===== src/empc_pkg.sv =====
// Purpose: constants and types for the external memory pin control block
// Assumes: single 20 MHz clock, synchronous active-high reset
// Notes: strobes are active low at the pins
// Summary of operation
// - host asks for the bus with hold request; device answers with acknowledge
// - bus request output shows device needs the memory bus while hold is acknowledged
// - clock source strap caught on the first cycle after reset release: external, cpu/4, cpu/6; external default
// - divided clock is selected clock divided by one, two or four
// - full rate clock runs at the selected clock rate
// - first strobe: async read, sdram column strobe, sync address strobe or read enable
// - read enable select: zero gives address strobe, one gives read enable
// - second strobe: async output enable, sdram row strobe, sync output enable
// - third strobe: write enable for async, sdram and sync memory
// - sdram clock enable drives self refresh entry and exit
// - without sdram the clock enable pin is a general purpose output
// - dedicated output enable for sync memory reads of space three, for glueless fifo
// - async ready input sampled to finish async access
// - space enables from word address bits 28 to 31, only one asserted
// - byte enables from low address bits, width dependent, also sdram masks
package empc_pkg;
  // -------------------------------------------------
  // clock selection and division
  // -------------------------------------------------
  localparam logic [1:0] EMPC_SRC_EXT = 2'h0;
  localparam logic [1:0] EMPC_SRC_CPU4 = 2'h1;
  localparam logic [1:0] EMPC_SRC_CPU6 = 2'h2;
  localparam logic [1:0] EMPC_DIV_1 = 2'h0;
  localparam logic [1:0] EMPC_DIV_2 = 2'h1;
  localparam logic [1:0] EMPC_DIV_4 = 2'h2;
  localparam logic [2:0] EMPC_CPU4_HALF = 3'h1;
  localparam logic [2:0] EMPC_CPU6_HALF = 3'h2;
  // -------------------------------------------------
  // space types, address fields, widths
  // -------------------------------------------------
  localparam logic [1:0] EMPC_MT_ASYNC = 2'h0;
  localparam logic [1:0] EMPC_MT_SDRAM = 2'h1;
  localparam logic [1:0] EMPC_MT_SYNC = 2'h2;
  localparam int EMPC_SPACE_LO = 28;
  localparam int EMPC_SPACE_HI = 31;
  localparam logic [3:0] EMPC_SPACE3 = 4'h3;
  localparam logic [1:0] EMPC_W8 = 2'h0;
  localparam logic [1:0] EMPC_W16 = 2'h1;
  localparam logic [1:0] EMPC_W32 = 2'h2;
  localparam logic [1:0] EMPC_W64 = 2'h3;
  localparam logic [7:0] EMPC_BE_NONE = 8'hFF;
  localparam logic [3:0] EMPC_CE_NONE = 4'hF;
  // number of decoded spaces, low address field top bit, all lanes on
  localparam logic [3:0] EMPC_SPACE_COUNT = 4'h4;
  localparam int EMPC_LOW_HI = 2;
  localparam logic [7:0] EMPC_BE_ALL = 8'h00;
  // strobe active window length in cycles
  localparam logic [3:0] EMPC_STROBE_CYC = 4'h2;
  // access states, gray coded along the usual path
  typedef enum logic [2:0] {
    EMPC_IDLE = 3'h0,
    EMPC_SETUP = 3'h1,
    EMPC_STROBE = 3'h3,
    EMPC_DONE = 3'h2,
    EMPC_HOLD = 3'h6
  } empc_state_type;
endpackage


===== src/empc_pin_ctrl.sv =====
// Purpose: pin-level control of the 64-bit external memory port
// Assumes: inputs synchronous to clock; cpu clock is clock itself
// Notes: clock outputs are made by toggling flops, not a second domain
module empc_pin_ctrl
  import empc_pkg::*;
(
  // clock and reset
  input wire logic clock,
  input wire logic srst,
  // straps and config
  input wire logic [1:0] clockSourceStrapPins,
  input wire logic [1:0] divSel,
  input wire logic sdramPresent,
  input wire logic gpOutValue,
  input wire logic readEnableSelect,
  input wire logic [1:0] memWidth,
  // access request from the core
  input wire logic reqValid,
  input wire logic reqWrite,
  input wire logic [1:0] reqMemType,
  input wire logic [31:0] reqWordAddr,
  input wire logic selfRefreshReq,
  input wire logic extIfClockIn,
  output logic reqReady,
  output logic reqDone,
  // arbitration pins
  input wire logic holdRequestIn,
  output logic holdAcknowledgeOut,
  output logic busRequestOut,
  // clocks out
  output logic fullRateClockOut,
  output logic dividedClockOut,
  // strobes, active low
  output logic strobeRdCasAdsN,
  output logic strobeOeRasN,
  output logic strobeWeN,
  output logic sdramClockEnable,
  output logic fifoSpaceOutputEnableN,
  input wire logic asyncReadyIn,
  output logic [3:0] spaceEnableN,
  output logic [7:0] byteEnableN,
  output logic pinsDriveEn
);
  empc_state_type state_q;
  logic [1:0] clkSrc_q;
  logic strapDone_q;
  logic [2:0] cpuDiv_q;
  logic cpuClk_q;
  logic extSample_q;
  logic srcClk;
  logic srcRise;
  logic [1:0] div_q;
  logic divClk_q;
  logic fullClk_q;
  logic [3:0] cnt_q;
  logic write_q;
  logic [1:0] mt_q;
  logic [3:0] space_q;
  logic [2:0] lowAddr_q;
  logic [1:0] width_q;
  logic selfRef_q;
  logic rdStrobe;
  logic busy;

  // one-hot low enable from the space field
  function automatic logic [3:0] spaceDecode(input logic [3:0] sp);
    logic [3:0] r;
    r = EMPC_CE_NONE;
    if (sp < EMPC_SPACE_COUNT) begin
      r[sp[1:0]] = 1'b0;
    end
    return r;
  endfunction

  // -------------------------------------------------
  // clock source and output clocks
  // -------------------------------------------------
  // strap capture
  // caught once after release, not under reset, to keep reset constant-only
  always_ff @(posedge clock) begin
    if (srst) begin
      strapDone_q <= 1'b0;
      clkSrc_q <= EMPC_SRC_EXT;
    end else if (!strapDone_q) begin
      strapDone_q <= 1'b1;
      clkSrc_q <= (clockSourceStrapPins == EMPC_SRC_CPU4 || clockSourceStrapPins == EMPC_SRC_CPU6) ?
                  clockSourceStrapPins : EMPC_SRC_EXT;
    end
  end

  // cpu/4 and cpu/6 generator
  always_ff @(posedge clock) begin
    if (srst) begin
      cpuDiv_q <= 3'h0;
      cpuClk_q <= 1'b0;
    end else if (cpuDiv_q == ((clkSrc_q == EMPC_SRC_CPU6) ? EMPC_CPU6_HALF : EMPC_CPU4_HALF)) begin
      cpuDiv_q <= 3'h0;
      cpuClk_q <= ~cpuClk_q;
    end else begin
      cpuDiv_q <= cpuDiv_q + 3'h1;
    end
  end

  // sampled level of the selected source clock
  always_ff @(posedge clock) begin
    if (srst) begin
      extSample_q <= 1'b0;
    end else begin
      extSample_q <= srcClk;
    end
  end

  assign srcClk = (clkSrc_q == EMPC_SRC_EXT) ? extIfClockIn : cpuClk_q;
  assign srcRise = srcClk & ~extSample_q;

  always_ff @(posedge clock) begin
    if (srst) begin
      fullClk_q <= 1'b0;
      div_q <= 2'h0;
      divClk_q <= 1'b0;
    end else begin
      fullClk_q <= srcClk;
      if (srcRise) begin
        div_q <= div_q + 2'h1;
      end
      case (divSel)
        EMPC_DIV_2: divClk_q <= div_q[0];
        EMPC_DIV_4: divClk_q <= div_q[1];
        default: divClk_q <= srcClk;
      endcase
    end
  end
  assign fullRateClockOut = fullClk_q;
  assign dividedClockOut = divClk_q;

  // -------------------------------------------------
  // access sequencer and arbitration
  // -------------------------------------------------
  // hold after access completes
  always_ff @(posedge clock) begin
    if (srst) begin
      state_q <= EMPC_IDLE;
      cnt_q <= 4'h0;
      write_q <= 1'b0;
      mt_q <= EMPC_MT_ASYNC;
      space_q <= EMPC_CE_NONE;
      lowAddr_q <= 3'h0;
      width_q <= EMPC_W64;
    end else begin
      case (state_q)
        EMPC_IDLE: begin
          if (holdRequestIn) begin
            state_q <= EMPC_HOLD;
          end else if (reqValid) begin
            state_q <= EMPC_SETUP;
            write_q <= reqWrite;
            mt_q <= reqMemType;
            space_q <= reqWordAddr[EMPC_SPACE_HI:EMPC_SPACE_LO];
            lowAddr_q <= reqWordAddr[EMPC_LOW_HI:0];
            width_q <= memWidth;
          end
        end
        EMPC_SETUP: begin
          state_q <= EMPC_STROBE;
          cnt_q <= 4'h0;
        end
        EMPC_STROBE: begin
          if (cnt_q < EMPC_STROBE_CYC - 4'h1) begin
            cnt_q <= cnt_q + 4'h1;
          end else if (mt_q != EMPC_MT_ASYNC || asyncReadyIn) begin
            state_q <= EMPC_DONE;
          end
        end
        EMPC_DONE: state_q <= EMPC_IDLE;
        EMPC_HOLD: begin
          if (!holdRequestIn) begin
            state_q <= EMPC_IDLE;
          end
        end
        default: state_q <= EMPC_IDLE;
      endcase
    end
  end

  assign holdAcknowledgeOut = (state_q == EMPC_HOLD);
  assign pinsDriveEn = (state_q != EMPC_HOLD);
  assign busy = (state_q == EMPC_SETUP) || (state_q == EMPC_STROBE) || (state_q == EMPC_DONE);
  assign busRequestOut = holdAcknowledgeOut & reqValid;
  assign reqReady = (state_q == EMPC_IDLE) && !holdRequestIn;
  assign reqDone = (state_q == EMPC_DONE);

  // -------------------------------------------------
  // shared strobes
  // -------------------------------------------------
  assign rdStrobe = (state_q == EMPC_STROBE) && !write_q;
  always_comb begin
    strobeRdCasAdsN = 1'b1;
    if (mt_q == EMPC_MT_SYNC && !readEnableSelect) begin
      strobeRdCasAdsN = !(state_q == EMPC_SETUP);
    end else if (mt_q == EMPC_MT_SDRAM) begin
      strobeRdCasAdsN = !(state_q == EMPC_STROBE);
    end else begin
      strobeRdCasAdsN = !rdStrobe;
    end
  end
  assign strobeOeRasN = (mt_q == EMPC_MT_SDRAM) ? !(state_q == EMPC_SETUP) : !rdStrobe;
  assign strobeWeN = !((state_q == EMPC_STROBE) && write_q);
  assign fifoSpaceOutputEnableN = !(rdStrobe && mt_q == EMPC_MT_SYNC && space_q == EMPC_SPACE3);

  always_ff @(posedge clock) begin
    if (srst) begin
      selfRef_q <= 1'b0;
    end else begin
      selfRef_q <= selfRefreshReq;
    end
  end
  assign sdramClockEnable = sdramPresent ? !selfRef_q : gpOutValue;

  assign spaceEnableN = busy ? spaceDecode(space_q) : EMPC_CE_NONE;

  always_comb begin
    byteEnableN = EMPC_BE_NONE;
    if (busy) begin
      case (width_q)
        EMPC_W8: byteEnableN[lowAddr_q] = 1'b0;
        EMPC_W16: byteEnableN[{lowAddr_q[2:1], 1'b0} +: 2] = 2'h0;
        EMPC_W32: byteEnableN[{lowAddr_q[2], 2'h0} +: 4] = 4'h0;
        default: byteEnableN = EMPC_BE_ALL;
      endcase
    end
  end

  // -------------------------------------------------
  // assertions
  // -------------------------------------------------
  property p_holdAfterReq;
    @(posedge clock) disable iff (srst) (holdRequestIn && state_q == EMPC_IDLE) |=> holdAcknowledgeOut;
  endproperty
  a_holdAfterReq: assert property (p_holdAfterReq) else $error("hold not acknowledged");
  property p_holdFloat;
    @(posedge clock) disable iff (srst) holdAcknowledgeOut |-> !pinsDriveEn && !busy;
  endproperty
  a_holdFloat: assert property (p_holdFloat) else $error("pins driven during hold");
  property p_holdRelease;
    @(posedge clock) disable iff (srst) (holdAcknowledgeOut && !holdRequestIn) |=> !holdAcknowledgeOut;
  endproperty
  a_holdRelease: assert property (p_holdRelease) else $error("hold not released");
  property p_busReq;
    @(posedge clock) disable iff (srst) busRequestOut |-> holdAcknowledgeOut;
  endproperty
  a_busReq: assert property (p_busReq) else $error("bus request without hold");
  property p_oneSpace;
    @(posedge clock) disable iff (srst) $countones(~spaceEnableN) <= 1;
  endproperty
  a_oneSpace: assert property (p_oneSpace) else $error("several space enables");
  property p_asyncWait;
    @(posedge clock) disable iff (srst)
      (state_q == EMPC_STROBE && mt_q == EMPC_MT_ASYNC && cnt_q != 4'h0 && !asyncReadyIn) |=> state_q == EMPC_STROBE;
  endproperty
  a_asyncWait: assert property (p_asyncWait) else $error("async ended without ready");
  property p_weWrite;
    @(posedge clock) disable iff (srst) !strobeWeN |-> write_q && state_q == EMPC_STROBE;
  endproperty
  a_weWrite: assert property (p_weWrite) else $error("write strobe on read");
  property p_ads;
    @(posedge clock) disable iff (srst)
      (state_q == EMPC_SETUP && mt_q == EMPC_MT_SYNC && !readEnableSelect) |-> !strobeRdCasAdsN;
  endproperty
  a_ads: assert property (p_ads) else $error("address strobe missing");
  property p_cke;
    @(posedge clock) disable iff (srst) sdramPresent && $past(selfRefreshReq) && !$past(srst) |-> !sdramClockEnable;
  endproperty
  a_cke: assert property (p_cke) else $error("clock enable high in self refresh");
  property p_fifo;
    @(posedge clock) disable iff (srst) !fifoSpaceOutputEnableN |-> space_q == EMPC_SPACE3 && !strobeOeRasN;
  endproperty
  a_fifo: assert property (p_fifo) else $error("fifo enable off space three");
  c_hold: cover property (@(posedge clock) disable iff (srst) holdAcknowledgeOut ##1 !holdAcknowledgeOut);
  c_write: cover property (@(posedge clock) disable iff (srst) !strobeWeN ##[1:4] reqDone);
  c_asyncWait: cover property (@(posedge clock) disable iff (srst) state_q == EMPC_STROBE && !asyncReadyIn [*3]);
endmodule


===== config.mk =====
export PLATFORM = sky130hd
export DESIGN_NAME = empc_pin_ctrl
export DESIGN_NICKNAME = d
export VERILOG_FILES = /design/src/empc_pkg.sv /design/src/empc_pin_ctrl.sv
export SDC_FILE = /design/constraint.sdc
export NUM_CORES = 1
export LEC_CHECK = 0
export ABC_AREA = 1
export BUFFER_PORTS_ARGS = -buffer_cell sky130_fd_sc_hd__buf_2
export CORE_MARGIN = 10
export CORE_UTILIZATION = 35
export CTS_CLUSTER_SIZE = 12
export DETAILED_ROUTE_END_ITERATION = 6
export PLACE_DENSITY_LB_ADDON = 0.1
export SLEW_MARGIN = 20
export SYNTH_ARGS = -nofsm -noshare
export SYNTH_HDL_FRONTEND = slang
export SYNTH_SLANG_ARGS = --single-unit

===== constraint.sdc =====
create_clock -name clock -period 1.07 [get_ports clock]
set_input_delay 0 -clock clock [delete_from_list [all_inputs] [get_ports clock]]
set_output_delay 0 -clock clock [all_outputs]
set_load 0.01 [all_outputs]

==> impl_metrics.py <==
metrics = {
    "sta": {
        "tightestPinTransition_ns": 0.286,
        "setup_violations": 39,
        "finalHoldViolCount": 0,
        "skew_ns": 0.00580,
        "fin_tns_setup_ns": -6.42,
        "hold_ws_ns": 0.0136,
        "grt_setup_unrepaired": "true",
        "relSlewSlack_pct": 80.9,
        "layout_min_cycle_time_ns": 1.31,
        "finalCritPeriodShare_pct": 122,
        "drv_slew": 0,
        "max_freq_ghz": 0.763,
        "worst_slack_ns": -0.241,
    },
    "critical_path": {
        "critical_path.max_fanout": 3,
        "slowest_delay_ns": 0.36,
        "r2r_cells": 9,
        "startpoint": "mt_q[0]",
        "worstPathRequired_ns": 1.07,
        "slowest_stage": "dfxtp_2",
        "setup.worst_path.start_class": "flip-flop",
        "worstSetupPathType": "flip-flop to output port",
        "cp-end-kind": "output port",
        "ff2ff_setup_slack_ns": -0.16,
        "crit_path_cell_trace": "inv_2, or2_4, nand2_2, nand3_2, o21ai_1, inv_1, buf_2",
        "cp.arrival_ns": 1.31,
        "regToRegStartpoint": "state_q[1]",
        "r2r-end": "space_q[0]",
    },
    "clock_network": {
        "cts_buffers": 5,
        "h-tree-depth": 2,
        "cts_sinks": 31,
        "clockRootBuffer": "clkbuf_8",
        "clkTransAtPathRegs_ns": 0.06,
        "worstSkewPairLatency_ns": 0.29,
        "tritoncts": "done",
        "cts_buffer_depth": 2,
    },
    "power_and_ir_drop": {
        "clockPowerShare_pct": 26.6,
        "p_int_mw": 2.96,
        "power_leakage_nw": 1.37,
        "vdd_drop_max_v": 0.000810,
        "power_switching_mw": 1.54,
        "power_density_nw_per_um2": 1580,
        "netSwitchingFraction_pct": 34.2,
        "pwr-share-seq_pct": 32.3,
        "p_comb_share_pct": 41.1,
    },
    "synth": {
        "synth.area.top_cells": "dfxtp_1 (37%), nand2_1 (10%), nor2_1 (9.4%)",
        "synth_most_common_cell": "nand2_1",
        "synth_edf_count": 0,
        "synth_top_area_share_pct": 37.2,
        "seq_area_frac_synth_pct": 37.2,
        "async_reset_ff_share_pct": 0,
        "yosysUniqueCellTypes": 27,
        "synth_commonest_cells": "nand2_1 (46), nor2_1 (42), inv_1 (38)",
        "synth_flop_cell": "dfxtp_1",
        "netlist_area_um2": 1670,
        "yosys_register_bits": 31,
        "yosysWarningCount": 0,
        "synth_area_per_cell_um2": 6.73,
        "synth_nets": 304,
        "netlist_instances": 248,
        "synth_area_leader_cell": "dfxtp_1",
    },
    "die": {
        "die-area_um2": 7930,
        "die_w_um": 89.1,
        "core_um2": 4660,
        "ios": 75,
        "die_h_um": 89.1,
        "num_rows": 25,
        "initial_core_util_pct": 35.8,
    },
    "layout": {
        "drive_gt1_share_pct": 46.4,
        "area_delta_synth_final_pct": 71.0,
        "final_util_pct": 61.2,
        "nNetsFinal": 400,
        "diodes": 0,
        "stdcell_count": 399,
    },
    "grt": {
        "grt_max_degree": 16,
        "grtUsageTotal_pct": 12.6,
        "antenna_found_initial": 0,
        "grt_remaining_overflow": 0,
        "grt_pass1_vias": 1742,
        "grt_pass1_wl_mm": 7.89,
    },
    "routing": {
        "viasPerCell": 4.60,
        "wire_per_inst_um": 12.3,
        "vias": 1834,
        "drcViolationCount": 0,
        "routed_wirelength_mm": 4.90,
        "drtIter0Drc": 41,
        "dr.pass1.iters": 4,
        "antenna_left": 0,
    },
    "worst_hold_path": {
        "hp-class": "primary input to flip-flop",
        "min_path_cells": 4,
        "hold_end": "clkSrc_q[1]",
        "hold_path_startpoint": "clockSourceStrapPins[0]",
    },
    "placed_design": {
        "dp_cells": 364,
        "gp_congestion": 0.812,
        "place_hpwl_mm": 3.29,
        "numPortBuffers": 49,
        "place_ws_ns": -0.126,
    },
    "outcome": {
        "run_status": "complete, but fails checks",
        "violations": "negative setup slack",
    },
    "run": {
        "cap_violations": 0,
    },
}
==> per-stage QoR <==
stage / cell area [um^2] / total power [mW]
2_1_floorplan: 1670 / 2.22
3_3_place_gp: 2100 / 2.69
3_5_place_dp: 2100 / 2.69
4_1_cts: 2650 / 4.33
5_1_grt: 2850 / 4.81
6_report: 2850 / 4.51
==> critical path: cells and delay by family (launching register included) <==
family | cells | cell delay (ns)
AO/OA/AOI/OAI | 1 | 0.08
AND/OR/NAND/NOR | 3 | 0.36
flip-flops | 1 | 0.36
buffers and inverters | 3 | 0.22
==> power groups by stage <==
| stage | logic, mW | clock network [mW] | registers, mW |
|---|---|---|---|
| 4_1_cts | 1.66 | 1.24 | 1.43 |
| 3_5_place_dp | 1.27 | 0 | 1.43 |
| 6_report | 1.85 | 1.20 | 1.45 |
| 2_1_floorplan | 0.816 | 0 | 1.40 |
| 3_3_place_gp | 1.27 | 0 | 1.43 |
| 5_1_grt | 2.05 | 1.28 | 1.47 |
==> logic make-up after synthesis <==
logic type | count (synthesis) | share of synthesized area (%)
buffers and inverters | 47 | 12.1
xor gates and xnor gates | 2 | 1.05
AOI/OAI and AO/OA | 37 | 12.7
DFF | 31 | 37.2
and+or+nand+nor | 126 | 33.2
adders and majority gates | 5 | 3.75
==> what timing repair did <==
item	4_1_cts	5_1_grt
buffers inserted	4	8
hold endpoints to repair	14	0
setup endpoints to repair	41	42
hold buffers	14	0
pin swaps	24	14
resized for setup	71	45
gates cloned	2	0
==> layout by cell type (no fill, tap or decap), types with 3 or more instances in the layout <==
cell / instances
o211ai_1: 9
nand3_2: 8
inv_1: 32
nor3_2: 3
buf_12: 4
inv_2: 4
o21ai_1: 3
dfxtp_4: 5
o21ai_2: 9
nand4_1: 5
dfxtp_2: 4
buf_2: 46
a21oi_1: 11
dfxtp_1: 22
nand2_1: 33
nand3_1: 10
nand2_4: 6
clkbuf_8: 6
buf_4: 14
nand2_2: 9
dlygate4sd3_1: 14
nor2_2: 6
buf_6: 16
ha_1: 5
nor2_1: 33
nor2_4: 7
==> routing by layer <==
layer  track usage [%]  wire, um  vias to the layer above
li1                  -         -                      987
met1              14.3      2060                      805
met2              21.4      2490                       35
met3              4.38       275                        7
met4              4.48        70                        0
met5                 0         0                        -
==> worst max-delay path by stage <==
stage,to,slack [ns],depth (start not counted)
floorplan,lowAddr_q[0],-0.1,8
global placement,state_q[1],-0.13,7
detailed placement,state_q[1],-0.13,7
CTS,fifoSpaceOutputEnableN,-0.25,5
global route,fifoSpaceOutputEnableN,-0.33,5
finish,strobeRdCasAdsN,-0.24,7
==> cell type report <==
| type | instances | area [um^2] |
|---|---|---|
| flip-flops and latches | 31 | 644 |
| clock buffers | 6 | 82.6 |
| well taps | 54 | 67.6 |
| fillers | 432 | 1810 |
| clock inverters | 2 | 35.0 |
| inverters | 41 | 179 |
| repair inverters | 1 | 16.3 |
| multi-input cells | 170 | 1090 |
| repair buffers | 94 | 736 |
==> registers in the layout (all words and copies together) (netlist names) <==
register and cells:
fullRateClockOut 1, mt_q 2, cpuClk_q 1, lowAddr_q 3
state_q 3, selfRef_q 1, space_q 4, cnt_q 4
write_q 1, dividedClockOut 1, width_q 2, cpuDiv_q 3
div_q 2, strapDone_q 1, clkSrc_q 2
No activity file was read; power rests on OpenSTA's default activity.
